[src/dsgsr_defines.vh]
/*
 * Register offsets, field positions, reset values and bus codes
 * of the deep-sleep gating and soft-reset block.
 * Assumes inclusion by bare name from the design files and the test bench.
 */
`ifndef DSGSR_DEFINES_VH
`define DSGSR_DEFINES_VH

`define DSGSR_ADDR_W 12
`define DSGSR_NPORT 8

// register offsets (byte addresses)
`define DSGSR_OFF_SRC0 12'h040
`define DSGSR_OFF_DSL 12'h128
`define DSGSR_OFF_SLP 12'h118
`define DSGSR_OFF_RUN 12'h108
`define DSGSR_OFF_RMC 12'h060
`define DSGSR_OFF_CAP1 12'h010
`define DSGSR_OFF_ISR 12'h180
`define DSGSR_OFF_IMR 12'h184

// field positions
`define DSGSR_AUTO_SEL_BIT 0
`define DSGSR_BUS0_RST_BIT 24
`define DSGSR_WDOG_RST_BIT 3
`define DSGSR_EV_FAULT 0
`define DSGSR_EV_DROP 1

// writable masks and reset values
`define DSGSR_SRC0_MASK 32'h0100_0008
`define DSGSR_RMC_MASK 32'h0000_0001
`define DSGSR_EV_MASK 32'h0000_0003
`define DSGSR_ZERO32 32'h0000_0000
`define DSGSR_CAP1_DEF 32'h0100_0008

// bus responses
`define DSGSR_RESP_OKAY 2'h0
`define DSGSR_RESP_SLVERR 2'h2

`endif

[src/dsgsr_fault.v]
/*
 * Flags accesses aimed at ports whose clock is gated off.
 * Assumes port_access holds one strobe per port, one cycle per access.
 */
`include "dsgsr_defines.vh"

module dsgsr_fault #(
    parameter NPORT = `DSGSR_NPORT
)(
    // access strobes and current enables
    input wire [NPORT-1:0] port_access,
    input wire [NPORT-1:0] clk_en,
    // fault per port and summary
    output wire [NPORT-1:0] fault,
    output wire fault_any
);

    // gated port faults
    assign fault = port_access & ~clk_en;
    assign fault_any = |fault;

endmodule // dsgsr_fault

[src/dsgsr_gate_sel.v]
/*
 * Selects which gating word drives the port clock enables,
 * from the current power mode and the automatic-gating select.
 * Assumes mode inputs are synchronous levels; deep sleep outranks sleep.
 */
`include "dsgsr_defines.vh"

module dsgsr_gate_sel #(
    parameter NPORT = `DSGSR_NPORT
)(
    // gating words
    input wire [NPORT-1:0] run_gate,
    input wire [NPORT-1:0] sleep_gate,
    input wire [NPORT-1:0] deep_gate,
    // mode
    input wire auto_gating_select,
    input wire sleep_mode,
    input wire deep_sleep_mode,
    // result
    output reg [NPORT-1:0] gate_sel
);

    always @*
    begin
        // sleep words need select
        if (!auto_gating_select)
            gate_sel = run_gate;
        // mode picks word
        else if (deep_sleep_mode)
            gate_sel = deep_gate;
        else if (sleep_mode)
            gate_sel = sleep_gate;
        else
            gate_sel = run_gate;
    end

endmodule // dsgsr_gate_sel

[src/dsgsr_top.v]
/*
 * Deep-sleep port clock gating and first soft-reset control,
 * with the companion gating words, mode select, capability word
 * and an event status/mask pair, behind an AXI4-Lite slave.
 * Assumes one clock, synchronous active-low reset, and that power
 * mode and port access strobes are synchronous to aclk.
 */
`include "dsgsr_defines.vh"

// Summary of operation
// set bit clocks port, clear disables
// access to gated port gives fault
// deep-sleep gating word resets to zero
// mode picks run, sleep or deep word
// sleep words act only with select
// bits 7..0 gate ports H..A
// bits 31:8 read zero, ignore writes
// software preserves reserved bits on writes
// software enables ports before use
// capability word masks reset writes
// bit 24 resets bus controller zero
// bit 3 resets watchdog, rest zero
// set bit holds unit in reset
module dsgsr_top #(
    parameter NPORT = `DSGSR_NPORT,
    parameter [31:0] CAP_ONE = `DSGSR_CAP1_DEF
)(
    // clock and reset
    input wire aclk,
    input wire aresetn,
    // write address
    input wire [`DSGSR_ADDR_W-1:0] s_axi_awaddr,
    input wire [2:0] s_axi_awprot,
    input wire s_axi_awvalid,
    output reg s_axi_awready,
    // write data
    input wire [31:0] s_axi_wdata,
    input wire [3:0] s_axi_wstrb,
    input wire s_axi_wvalid,
    output reg s_axi_wready,
    // write response
    output reg [1:0] s_axi_bresp,
    output reg s_axi_bvalid,
    input wire s_axi_bready,
    // read address
    input wire [`DSGSR_ADDR_W-1:0] s_axi_araddr,
    input wire [2:0] s_axi_arprot,
    input wire s_axi_arvalid,
    output reg s_axi_arready,
    // read data
    output reg [31:0] s_axi_rdata,
    output reg [1:0] s_axi_rresp,
    output reg s_axi_rvalid,
    input wire s_axi_rready,
    // power mode
    input wire sleep_mode,
    input wire deep_sleep_mode,
    // port access side
    input wire [NPORT-1:0] port_access,
    output reg [NPORT-1:0] port_clk_en,
    output reg [NPORT-1:0] port_fault,
    // unit resets
    output reg bus_controller_zero_reset,
    output reg watchdog_reset_control,
    // interrupt
    output reg irq
);

    // byte-enable merge, used by every writable register
    function [31:0] merge_strb;
        input [31:0] old_val;
        input [31:0] new_val;
        input [3:0] strb;
        integer i;
        begin
            merge_strb = old_val;
            for (i = 0; i < 4; i = i + 1)
                if (strb[i])
                    merge_strb[i*8 +: 8] = new_val[i*8 +: 8];
        end
    endfunction

    // word-address match, low two bits ignored
    function addr_hit;
        input [`DSGSR_ADDR_W-1:0] a;
        input [`DSGSR_ADDR_W-1:0] off;
        begin
            addr_hit = (a[`DSGSR_ADDR_W-1:2] == off[`DSGSR_ADDR_W-1:2]);
        end
    endfunction

    function mapped;
        input [`DSGSR_ADDR_W-1:0] a;
        begin
            mapped = addr_hit(a, `DSGSR_OFF_SRC0) | addr_hit(a, `DSGSR_OFF_DSL)
                | addr_hit(a, `DSGSR_OFF_SLP) | addr_hit(a, `DSGSR_OFF_RUN)
                | addr_hit(a, `DSGSR_OFF_RMC) | addr_hit(a, `DSGSR_OFF_CAP1)
                | addr_hit(a, `DSGSR_OFF_ISR) | addr_hit(a, `DSGSR_OFF_IMR);
        end
    endfunction

    // write channel holding state
    reg aw_held_reg;
    reg w_held_reg;
    reg [`DSGSR_ADDR_W-1:0] awaddr_reg;
    reg [31:0] wdata_reg;
    reg [3:0] wstrb_reg;

    // register file
    reg [31:0] src0_reg;
    reg [NPORT-1:0] deep_gate_reg;
    reg [NPORT-1:0] sleep_gate_reg;
    reg [NPORT-1:0] run_gate_reg;
    reg [31:0] rmc_reg;
    reg [31:0] isr_reg;
    reg [31:0] imr_reg;

    reg [31:0] src0_next;
    reg [31:0] isr_next;
    reg [31:0] rd_word;
    reg drop_ev;

    wire wr_fire;
    wire rd_fire;
    wire [NPORT-1:0] gate_sel;
    wire [NPORT-1:0] fault_vec;
    wire fault_any;
    wire [31:0] wr_src0;
    wire [31:0] wr_deep;
    wire [31:0] wr_sleep;
    wire [31:0] wr_run;

    // a write completes once both halves are in and no response waits
    assign wr_fire = aw_held_reg & w_held_reg & ~s_axi_bvalid;
    assign rd_fire = s_axi_arvalid & s_axi_arready;

    // write address / data / response
    always @(posedge aclk)
    begin
        if (!aresetn)
        begin
            aw_held_reg <= 1'b0;
            w_held_reg <= 1'b0;
            awaddr_reg <= {`DSGSR_ADDR_W{1'b0}};
            wdata_reg <= `DSGSR_ZERO32;
            wstrb_reg <= 4'h0;
            s_axi_awready <= 1'b1;
            s_axi_wready <= 1'b1;
            s_axi_bvalid <= 1'b0;
            s_axi_bresp <= `DSGSR_RESP_OKAY;
        end
        else
        begin
            if (s_axi_awvalid && s_axi_awready)
            begin
                aw_held_reg <= 1'b1;
                awaddr_reg <= s_axi_awaddr;
                s_axi_awready <= 1'b0;
            end
            if (s_axi_wvalid && s_axi_wready)
            begin
                w_held_reg <= 1'b1;
                wdata_reg <= s_axi_wdata;
                wstrb_reg <= s_axi_wstrb;
                s_axi_wready <= 1'b0;
            end
            if (wr_fire)
            begin
                aw_held_reg <= 1'b0;
                w_held_reg <= 1'b0;
                s_axi_bvalid <= 1'b1;
                s_axi_bresp <= mapped(awaddr_reg) ? `DSGSR_RESP_OKAY
                    : `DSGSR_RESP_SLVERR;
            end
            // both channels reopen only after the response is taken
            if (s_axi_bvalid && s_axi_bready)
            begin
                s_axi_bvalid <= 1'b0;
                s_axi_awready <= 1'b1;
                s_axi_wready <= 1'b1;
            end
        end
    end

    assign wr_src0 = merge_strb(src0_reg, wdata_reg, wstrb_reg);
    assign wr_deep = merge_strb({{(32-NPORT){1'b0}}, deep_gate_reg}, wdata_reg, wstrb_reg);
    assign wr_sleep = merge_strb({{(32-NPORT){1'b0}}, sleep_gate_reg}, wdata_reg, wstrb_reg);
    assign wr_run = merge_strb({{(32-NPORT){1'b0}}, run_gate_reg}, wdata_reg, wstrb_reg);

    always @*
    begin
        src0_next = src0_reg;
        drop_ev = 1'b0;
        if (wr_fire && addr_hit(awaddr_reg, `DSGSR_OFF_SRC0))
        begin
            // capability masks write
            src0_next = (src0_reg & ~CAP_ONE) | (wr_src0 & CAP_ONE);
            // reserved bits zero
            src0_next = src0_next & `DSGSR_SRC0_MASK;
            drop_ev = |((wr_src0 ^ src0_reg) & ~CAP_ONE);
        end
    end

    // register writes
    always @(posedge aclk)
    begin
        if (!aresetn)
        begin
            src0_reg <= `DSGSR_ZERO32;
            // gating resets to zero
            deep_gate_reg <= {NPORT{1'b0}};
            sleep_gate_reg <= {NPORT{1'b0}};
            run_gate_reg <= {NPORT{1'b0}};
            rmc_reg <= `DSGSR_ZERO32;
            imr_reg <= `DSGSR_ZERO32;
        end
        else
        begin
            src0_reg <= src0_next;
            if (wr_fire)
            begin
                // low bits per port
                if (addr_hit(awaddr_reg, `DSGSR_OFF_DSL))
                    deep_gate_reg <= wr_deep[NPORT-1:0];
                if (addr_hit(awaddr_reg, `DSGSR_OFF_SLP))
                    sleep_gate_reg <= wr_sleep[NPORT-1:0];
                if (addr_hit(awaddr_reg, `DSGSR_OFF_RUN))
                    run_gate_reg <= wr_run[NPORT-1:0];
                if (addr_hit(awaddr_reg, `DSGSR_OFF_RMC))
                    rmc_reg <= merge_strb(rmc_reg, wdata_reg, wstrb_reg)
                        & `DSGSR_RMC_MASK;
                if (addr_hit(awaddr_reg, `DSGSR_OFF_IMR))
                    imr_reg <= merge_strb(imr_reg, wdata_reg, wstrb_reg)
                        & `DSGSR_EV_MASK;
            end
        end
    end

    // read mux; unused high bits of narrow words read as zero
    always @*
    begin
        rd_word = `DSGSR_ZERO32;
        // upper bits zero
        if (addr_hit(s_axi_araddr, `DSGSR_OFF_DSL))
            rd_word = {{(32-NPORT){1'b0}}, deep_gate_reg};
        else if (addr_hit(s_axi_araddr, `DSGSR_OFF_SLP))
            rd_word = {{(32-NPORT){1'b0}}, sleep_gate_reg};
        else if (addr_hit(s_axi_araddr, `DSGSR_OFF_RUN))
            rd_word = {{(32-NPORT){1'b0}}, run_gate_reg};
        else if (addr_hit(s_axi_araddr, `DSGSR_OFF_SRC0))
            rd_word = src0_reg;
        else if (addr_hit(s_axi_araddr, `DSGSR_OFF_RMC))
            rd_word = rmc_reg;
        else if (addr_hit(s_axi_araddr, `DSGSR_OFF_CAP1))
            rd_word = CAP_ONE;
        else if (addr_hit(s_axi_araddr, `DSGSR_OFF_ISR))
            rd_word = isr_reg;
        else if (addr_hit(s_axi_araddr, `DSGSR_OFF_IMR))
            rd_word = imr_reg;
    end

    // read address / data
    always @(posedge aclk)
    begin
        if (!aresetn)
        begin
            s_axi_arready <= 1'b1;
            s_axi_rvalid <= 1'b0;
            s_axi_rdata <= `DSGSR_ZERO32;
            s_axi_rresp <= `DSGSR_RESP_OKAY;
        end
        else
        begin
            if (rd_fire)
            begin
                s_axi_arready <= 1'b0;
                s_axi_rvalid <= 1'b1;
                s_axi_rdata <= rd_word;
                s_axi_rresp <= mapped(s_axi_araddr) ? `DSGSR_RESP_OKAY
                    : `DSGSR_RESP_SLVERR;
            end
            if (s_axi_rvalid && s_axi_rready)
            begin
                s_axi_rvalid <= 1'b0;
                s_axi_arready <= 1'b1;
            end
        end
    end

    // status: read clears, but a new event in that cycle survives
    always @*
    begin
        isr_next = isr_reg;
        if (rd_fire && addr_hit(s_axi_araddr, `DSGSR_OFF_ISR))
            isr_next = `DSGSR_ZERO32;
        if (fault_any)
            isr_next[`DSGSR_EV_FAULT] = 1'b1;
        if (drop_ev)
            isr_next[`DSGSR_EV_DROP] = 1'b1;
    end

    always @(posedge aclk)
    begin
        if (!aresetn)
        begin
            isr_reg <= `DSGSR_ZERO32;
            irq <= 1'b0;
        end
        else
        begin
            isr_reg <= isr_next;
            irq <= |(isr_next & imr_reg);
        end
    end

    dsgsr_gate_sel #(
        .NPORT(NPORT)
    ) u_gate_sel (
        .run_gate(run_gate_reg),
        .sleep_gate(sleep_gate_reg),
        .deep_gate(deep_gate_reg),
        .auto_gating_select(rmc_reg[`DSGSR_AUTO_SEL_BIT]),
        .sleep_mode(sleep_mode),
        .deep_sleep_mode(deep_sleep_mode),
        .gate_sel(gate_sel)
    );

    // faults judged against the enables the ports see now
    dsgsr_fault #(
        .NPORT(NPORT)
    ) u_fault (
        .port_access(port_access),
        .clk_en(port_clk_en),
        .fault(fault_vec),
        .fault_any(fault_any)
    );

    // port enables and unit resets
    always @(posedge aclk)
    begin
        if (!aresetn)
        begin
            port_clk_en <= {NPORT{1'b0}};
            port_fault <= {NPORT{1'b0}};
            bus_controller_zero_reset <= 1'b0;
            watchdog_reset_control <= 1'b0;
        end
        else
        begin
            // enable follows bit
            port_clk_en <= gate_sel;
            // fault pulse out
            port_fault <= fault_vec;
            // bus controller reset
            bus_controller_zero_reset <= src0_reg[`DSGSR_BUS0_RST_BIT];
            // held while set
            watchdog_reset_control <= src0_reg[`DSGSR_WDOG_RST_BIT];
        end
    end

endmodule // dsgsr_top

[config.mk]
export PLATFORM = sky130hd
export DESIGN_NAME = dsgsr_top
export DESIGN_NICKNAME = d
export VERILOG_FILES = /design/src/dsgsr_fault.v /design/src/dsgsr_gate_sel.v /design/src/dsgsr_top.v
export VERILOG_INCLUDE_DIRS = /design/src /design/src/src
export SDC_FILE = /design/constraint.sdc
export NUM_CORES = 1
export LEC_CHECK = 0
export ABC_AREA = 0
export BUFFER_PORTS_ARGS = -buffer_cell sky130_fd_sc_hd__buf_2
export CORE_UTILIZATION = 45
export DETAILED_ROUTE_END_ITERATION = 16
export PLACE_DENSITY = 0.79
export SLEW_MARGIN = 40
export SYNTH_ARGS = -nofsm -noshare
export SYNTH_HDL_FRONTEND = slang
export SYNTH_HIERARCHICAL = 1
export SYNTH_SLANG_ARGS = --single-unit
[constraint.sdc]
create_clock -name aclk -period 2.2 [get_ports aclk]
set_input_delay 0.22 -clock aclk [delete_from_list [all_inputs] [get_ports aclk]]
set_output_delay 0.22 -clock aclk [all_outputs]
set_load 0.03 [all_outputs]
; ---- Word-level counts from Yosys, hierarchy flattened
; Index checks and enable logic that the tools add are counted.
[totals]
reg_bits = 171
inputBits = 83
wordCells = 102
[op_classes]
eq_ne = 16
n_mux = 21
bitwise = 23
reduce_logical = 17
[op_table]
columns = cell, count
row1 = $mux 32, 8
row2 = $eq 10x7->1 const B, 10
row3 = $mux 8, 7
row4 = $eq 10x5->1 const B, 4
row5 = $and 32x2->32, 1
row6 = $reduce_or 32->1, 1
row7 = $xor 32x25->32, 1
row8 = $reduce_or 30->1, 1
row9 = $eq 10x3->1 const B, 2
row10 = $reduce_and 3->1, 5
row11 = $or 1x1->1, 14
row12 = $and 8x8->8, 1
row13 = $not 8->8, 1
row14 = $reduce_or 8->1, 1
row15 = $logic_and 1x1->1, 6
row16 = $mux 2, 3
row17 = $reduce_or 2->1, 3
row18 = $and 1x1->1, 3
row19 = $mux 1, 3
row20 = $not 1->1, 2

; ---- Depth between registers and ports, before layout
[depth]
ltp_word = 9
depth_mapped = 5
depth_no_buf = 5

; ---- Modules after synthesis
; The synthesis kept the hierarchy.
[modules_own_cells]
columns = module, instances, cells_per_inst, area_per_inst_um2
row1 = dsgsr_top, 1, 533, 4798.4
row2 = dsgsr_gate_sel, 1, 21, 224.0
row3 = dsgsr_fault, 1, 11, 96.3

; ---- Worst setup path after synthesis
; No wires, ideal clock.
[synth_path]
path_kind = flip-flop to flip-flop
from = register s_axi_wready
to = register wdata_reg[22]
setup_time_ps = 70
t_arrival_ps = 1408
required_ps = 2130
slack_ps = 722
path_stages_with_launch = 6
synth_period_minus_slack_ps = 1478
cell_sequence = dfxtp_1 and2_1 clkbuf_1 clkbuf_1 nand2_1 a21oi_1
[synth_via]
elab_chain_len = 1
[synth_lines]
columns = element, line
row1 = from (decl), dsgsr_top.v:40  ; output reg s_axi_wready,
row2 = from (signal assigned), dsgsr_top.v:148  ; s_axi_wready <= 1'b1;
row3 = from (signal assigned), dsgsr_top.v:165  ; s_axi_wready <= 1'b0;
row4 = from (signal assigned), dsgsr_top.v:180  ; s_axi_wready <= 1'b1;
row5 = $logic_and 1x1->1, dsgsr_top.v:160  ; if (s_axi_wvalid && s_axi_wready)
row6 = to (signal assigned), dsgsr_top.v:145  ; wdata_reg <= `DSGSR_ZERO32;
row7 = to (signal assigned), dsgsr_top.v:163  ; wdata_reg <= s_axi_wdata;
row8 = to (decl), dsgsr_top.v:106  ; reg [31:0] wdata_reg;
; No other way between the ends.
; A chain may end at the register's enable or synchronous reset.

; ---- Worst setup path after layout
[layout_path]
from = register awaddr_reg[7]
to = register irq
[layout_via]
elab_chain_len = 6
[layout_lines]
columns = element, line
row1 = from (decl), dsgsr_top.v:105  ; reg [`DSGSR_ADDR_W-1:0] awaddr_reg;
row2 = from (signal assigned), dsgsr_top.v:144  ; awaddr_reg <= {`DSGSR_ADDR_W{1'b0}};
row3 = from (signal assigned), dsgsr_top.v:157  ; awaddr_reg <= s_axi_awaddr;
row4 = $eq 10x5->1, dsgsr_top.v:88  ; addr_hit = (a[`DSGSR_ADDR_W-1:2] == off[`DSGSR_ADDR_W-1:2]);
row5 = $logic_and 1x1->1, dsgsr_top.v:194  ; if (wr_fire && addr_hit(awaddr_reg, `DSGSR_OFF_SRC0))
row6 = $mux 1, dsgsr_top.v:194
row7 = $mux 1, dsgsr_top.v:298  ; if (drop_ev)
row8 = $and 32x2->32, dsgsr_top.v:312  ; irq <= |(isr_next & imr_reg);
row9 = $reduce_or 32->1, dsgsr_top.v:312
row10 = to (signal assigned), dsgsr_top.v:312
row11 = to (decl), dsgsr_top.v:66  ; output reg irq
; No other way between the ends.

==> flow_summary.ini <==
[run_status]
status = complete, no violations

[logic_synthesis]
yosys.area.top_type = dfxtp_1
synth.most_common_cell = dfxtp_1
synthAdderAreaFrac_pct = 0
synthArstFlopShare_pct = 0
synthSimpleGateAreaFrac_pct = 28.3
synthMuxAreaShare_pct = 7.68
synthFlopType = dfxtp_1
synth_cell_types = 57
synth_compound_area_share_pct = 12.9
synth_top_area_share_pct = 44.6
ys_warn_count = 6
avgSynthCellArea_um2 = 9.06
synth-edff-count = 0
postSynthCellCount = 565
ys_seq_area_share_pct = 44.6
synth_top_family_by_area = simple AND/OR/NAND/NOR gates
synthTopCellsByCount = 114 x dfxtp_1, 110 x nand2_1, 51 x a21oi_1
ys_ff_latch = 114
synth-xor-area-share_pct = 0
synth_area_leaders = dfxtp_1 45%, nand2_1 8.1%, mux2i_1 7.2%, a21oi_1 5.0%, buf_4 3.7%
syn_area_um2 = 5120

[floorplanning]
core_area_um2 = 11000
row_count = 38
die_x_um = 109
initial_utilization_pct = 46.6
die-area_um2 = 11800
ios = 143
die_h_um = 109

[finish]
nets = 751
drive_above_1_share_pct = 24.4
n_antenna_cell = 0
largest_reg_flops = 32
fin_cells = 821
syn_to_final_growth_pct = 22.7
post-route-util_pct = 57.2
multi_input_area_um2 = 2590
register_area_um2 = 2280
fillers = 956

[placement]
dp_hpwl_um = 8150
port_buffers = 107
place_inst = 789
gp_congestion = 0.850

[cts]
numCtsBuffers = 17
cts-resized-gates = 0
holdBufCountCts = 0
ctsRootBufferMaster = clkbuf_16
htree_levels = 4
clock_latency_ns = 0.41
postCtsSetupBuffers = 0
clockBufferDepth = 2
path_clk_slew_ns = 0.06
cts_tree = done
numClockSinks = 114

[grt]
grtUsageMet2_pct = 34.3
first_global_vias = 4077
grt_max_degree = 49
antenna_found_initial = 0
grt_pass1_wl_um = 18900
use_met3_pct = 6.46
gr-total-overflow = 0
grt_use_met1_pct = 24.5
grt_use_total_pct = 20.4
busiest_layer = met2

[timing]
holdWs_ns = 0.0201
min_period_ns = 1.70
slew_headroom_pct = 55.2
fin_skew_ns = 0.00686
hold_viol_final = 0
worst_slew_pin_slew_ns = 0.666
finalCritPeriodShare_pct = 77.4
max_freq_ghz = 0.587
setup_tns_ns = 0
rsz0062_at_grt = no
setup-violations-final = 0
drv_slew = 0

[detailed_routing]
first_pass_iters = 4
drt_wl_total_um = 11600
vias_per_cell = 5.22
route.detailed.drc = 0
postRouteAntennaNets = 0
dr_total_vias = 4284
drtIter0Drc = 210
routedWlPerCell_um = 14.1

[power]
p_leak_uw = 0.00283
powerDensity_nw_per_um2 = 877
ir_drop_v = 0.000457

[hold_path]
holdPathEnd = s_axi_wready
hold_depth = 2
hp-start = s_axi_wvalid
hold_path.class = primary input to flop

[setup_path]
crit_arrival_ns = 2.03
setup.worst_path.end_class = flop
cp_cell_sequence = nor3_1, nand4_1, a41o_1, o211ai_2
crit_type = flop to flop
worst_path_largest_cell_delay_ns = 0.59
regToRegEndpoint = irq
reg2reg_from = awaddr_reg[7]
rrSetupSlack_ns = 0.50
cp_max_fo = 6
reg2regPathDepth = 4
required_ns = 2.53
cp-start-kind = flop
critical_path_buf_inv_count = 0
cp_slowest_cell = nor3_1
critical_path.top_delay_family = simple AND/OR/NAND/NOR gates

[run]
drv_cap = 0
==> layer usage <==
| metal | up-vias | wire length [um] |
|---|---|---|
| li1 | 2142 | - |
| met1 | 1972 | 5250 |
| met2 | 156 | 5350 |
| met3 | 14 | 841 |
| met4 | 0 | 129 |
| met5 | - | 0 |
==> cells by family after synthesis <==
logic type	Yosys count
multiplexers	39
other	1
AND/OR/NAND/NOR	253
buffers and inverters	60
AO/OA/AOI/OAI	98
flip-flops	114
==> worst reg2reg max path, delay by kind of cell (launching register included) <==
kind | cells | cell delay, ns
flops | 1 | 0.36
simple gates | 2 | 0.79
compound gates | 2 | 0.48
==> stage by stage <==
stage	worst slack, ns	cell area, um2	total power (uW)
2_1_floorplan	0.722	5210	2590
3_3_place_gp	0.534	5660	2700
3_5_place_dp	0.524	5660	2710
4_1_cts	0.497	6280	5550
5_1_grt	0.372	6280	5710
6_report	0.498	6280	5510
==> area by class of cell <==
| cell class | instances | area share, % |
|---|---|---|
| Sequential cell | 114 | 36.3 |
| Tap cell | 140 | 2.79 |
| Inverter | 6 | 0.359 |
| Clock buffer | 18 | 6.99 |
| Clock inverter | 14 | 2.85 |
| Multi-Input combinational cell | 415 | 41.3 |
| Timing Repair Buffer | 114 | 9.36 |
==> report_power, final <==
part	switching, uW	internal, uW
logic	300	171
clock network	1010	1820
registers	61.7	2140
total	1370	4130
==> cells in the final DEF, fill, tap and decap left out, drive strengths merged, types with 10 or more instances in the layout <==
cell type  netlist  routed
a21oi           51      51
and2            23      23
buf             30     114
clkbuf          24      18
conb             1      25
dfxtp          114     114
mux2i           37      37
nand2          111     111
nand3           10      10
nand4           12      12
nor2            25      25
nor2b           25      25
==> worst max-delay path by stage <==
stage                       start  cells past startpoint       endpoint  slack [ns]
floorplan            s_axi_wready                      5  wdata_reg[22]        0.72
global placement     wdata_reg[4]                      4            irq        0.53
detailed placement   wdata_reg[4]                      4            irq        0.52
CTS                  wdata_reg[4]                      4            irq        0.50
global route        awaddr_reg[7]                      4            irq        0.37
finish              awaddr_reg[7]                      4            irq        0.50
Note: power is estimated with default switching activity, not from simulation.
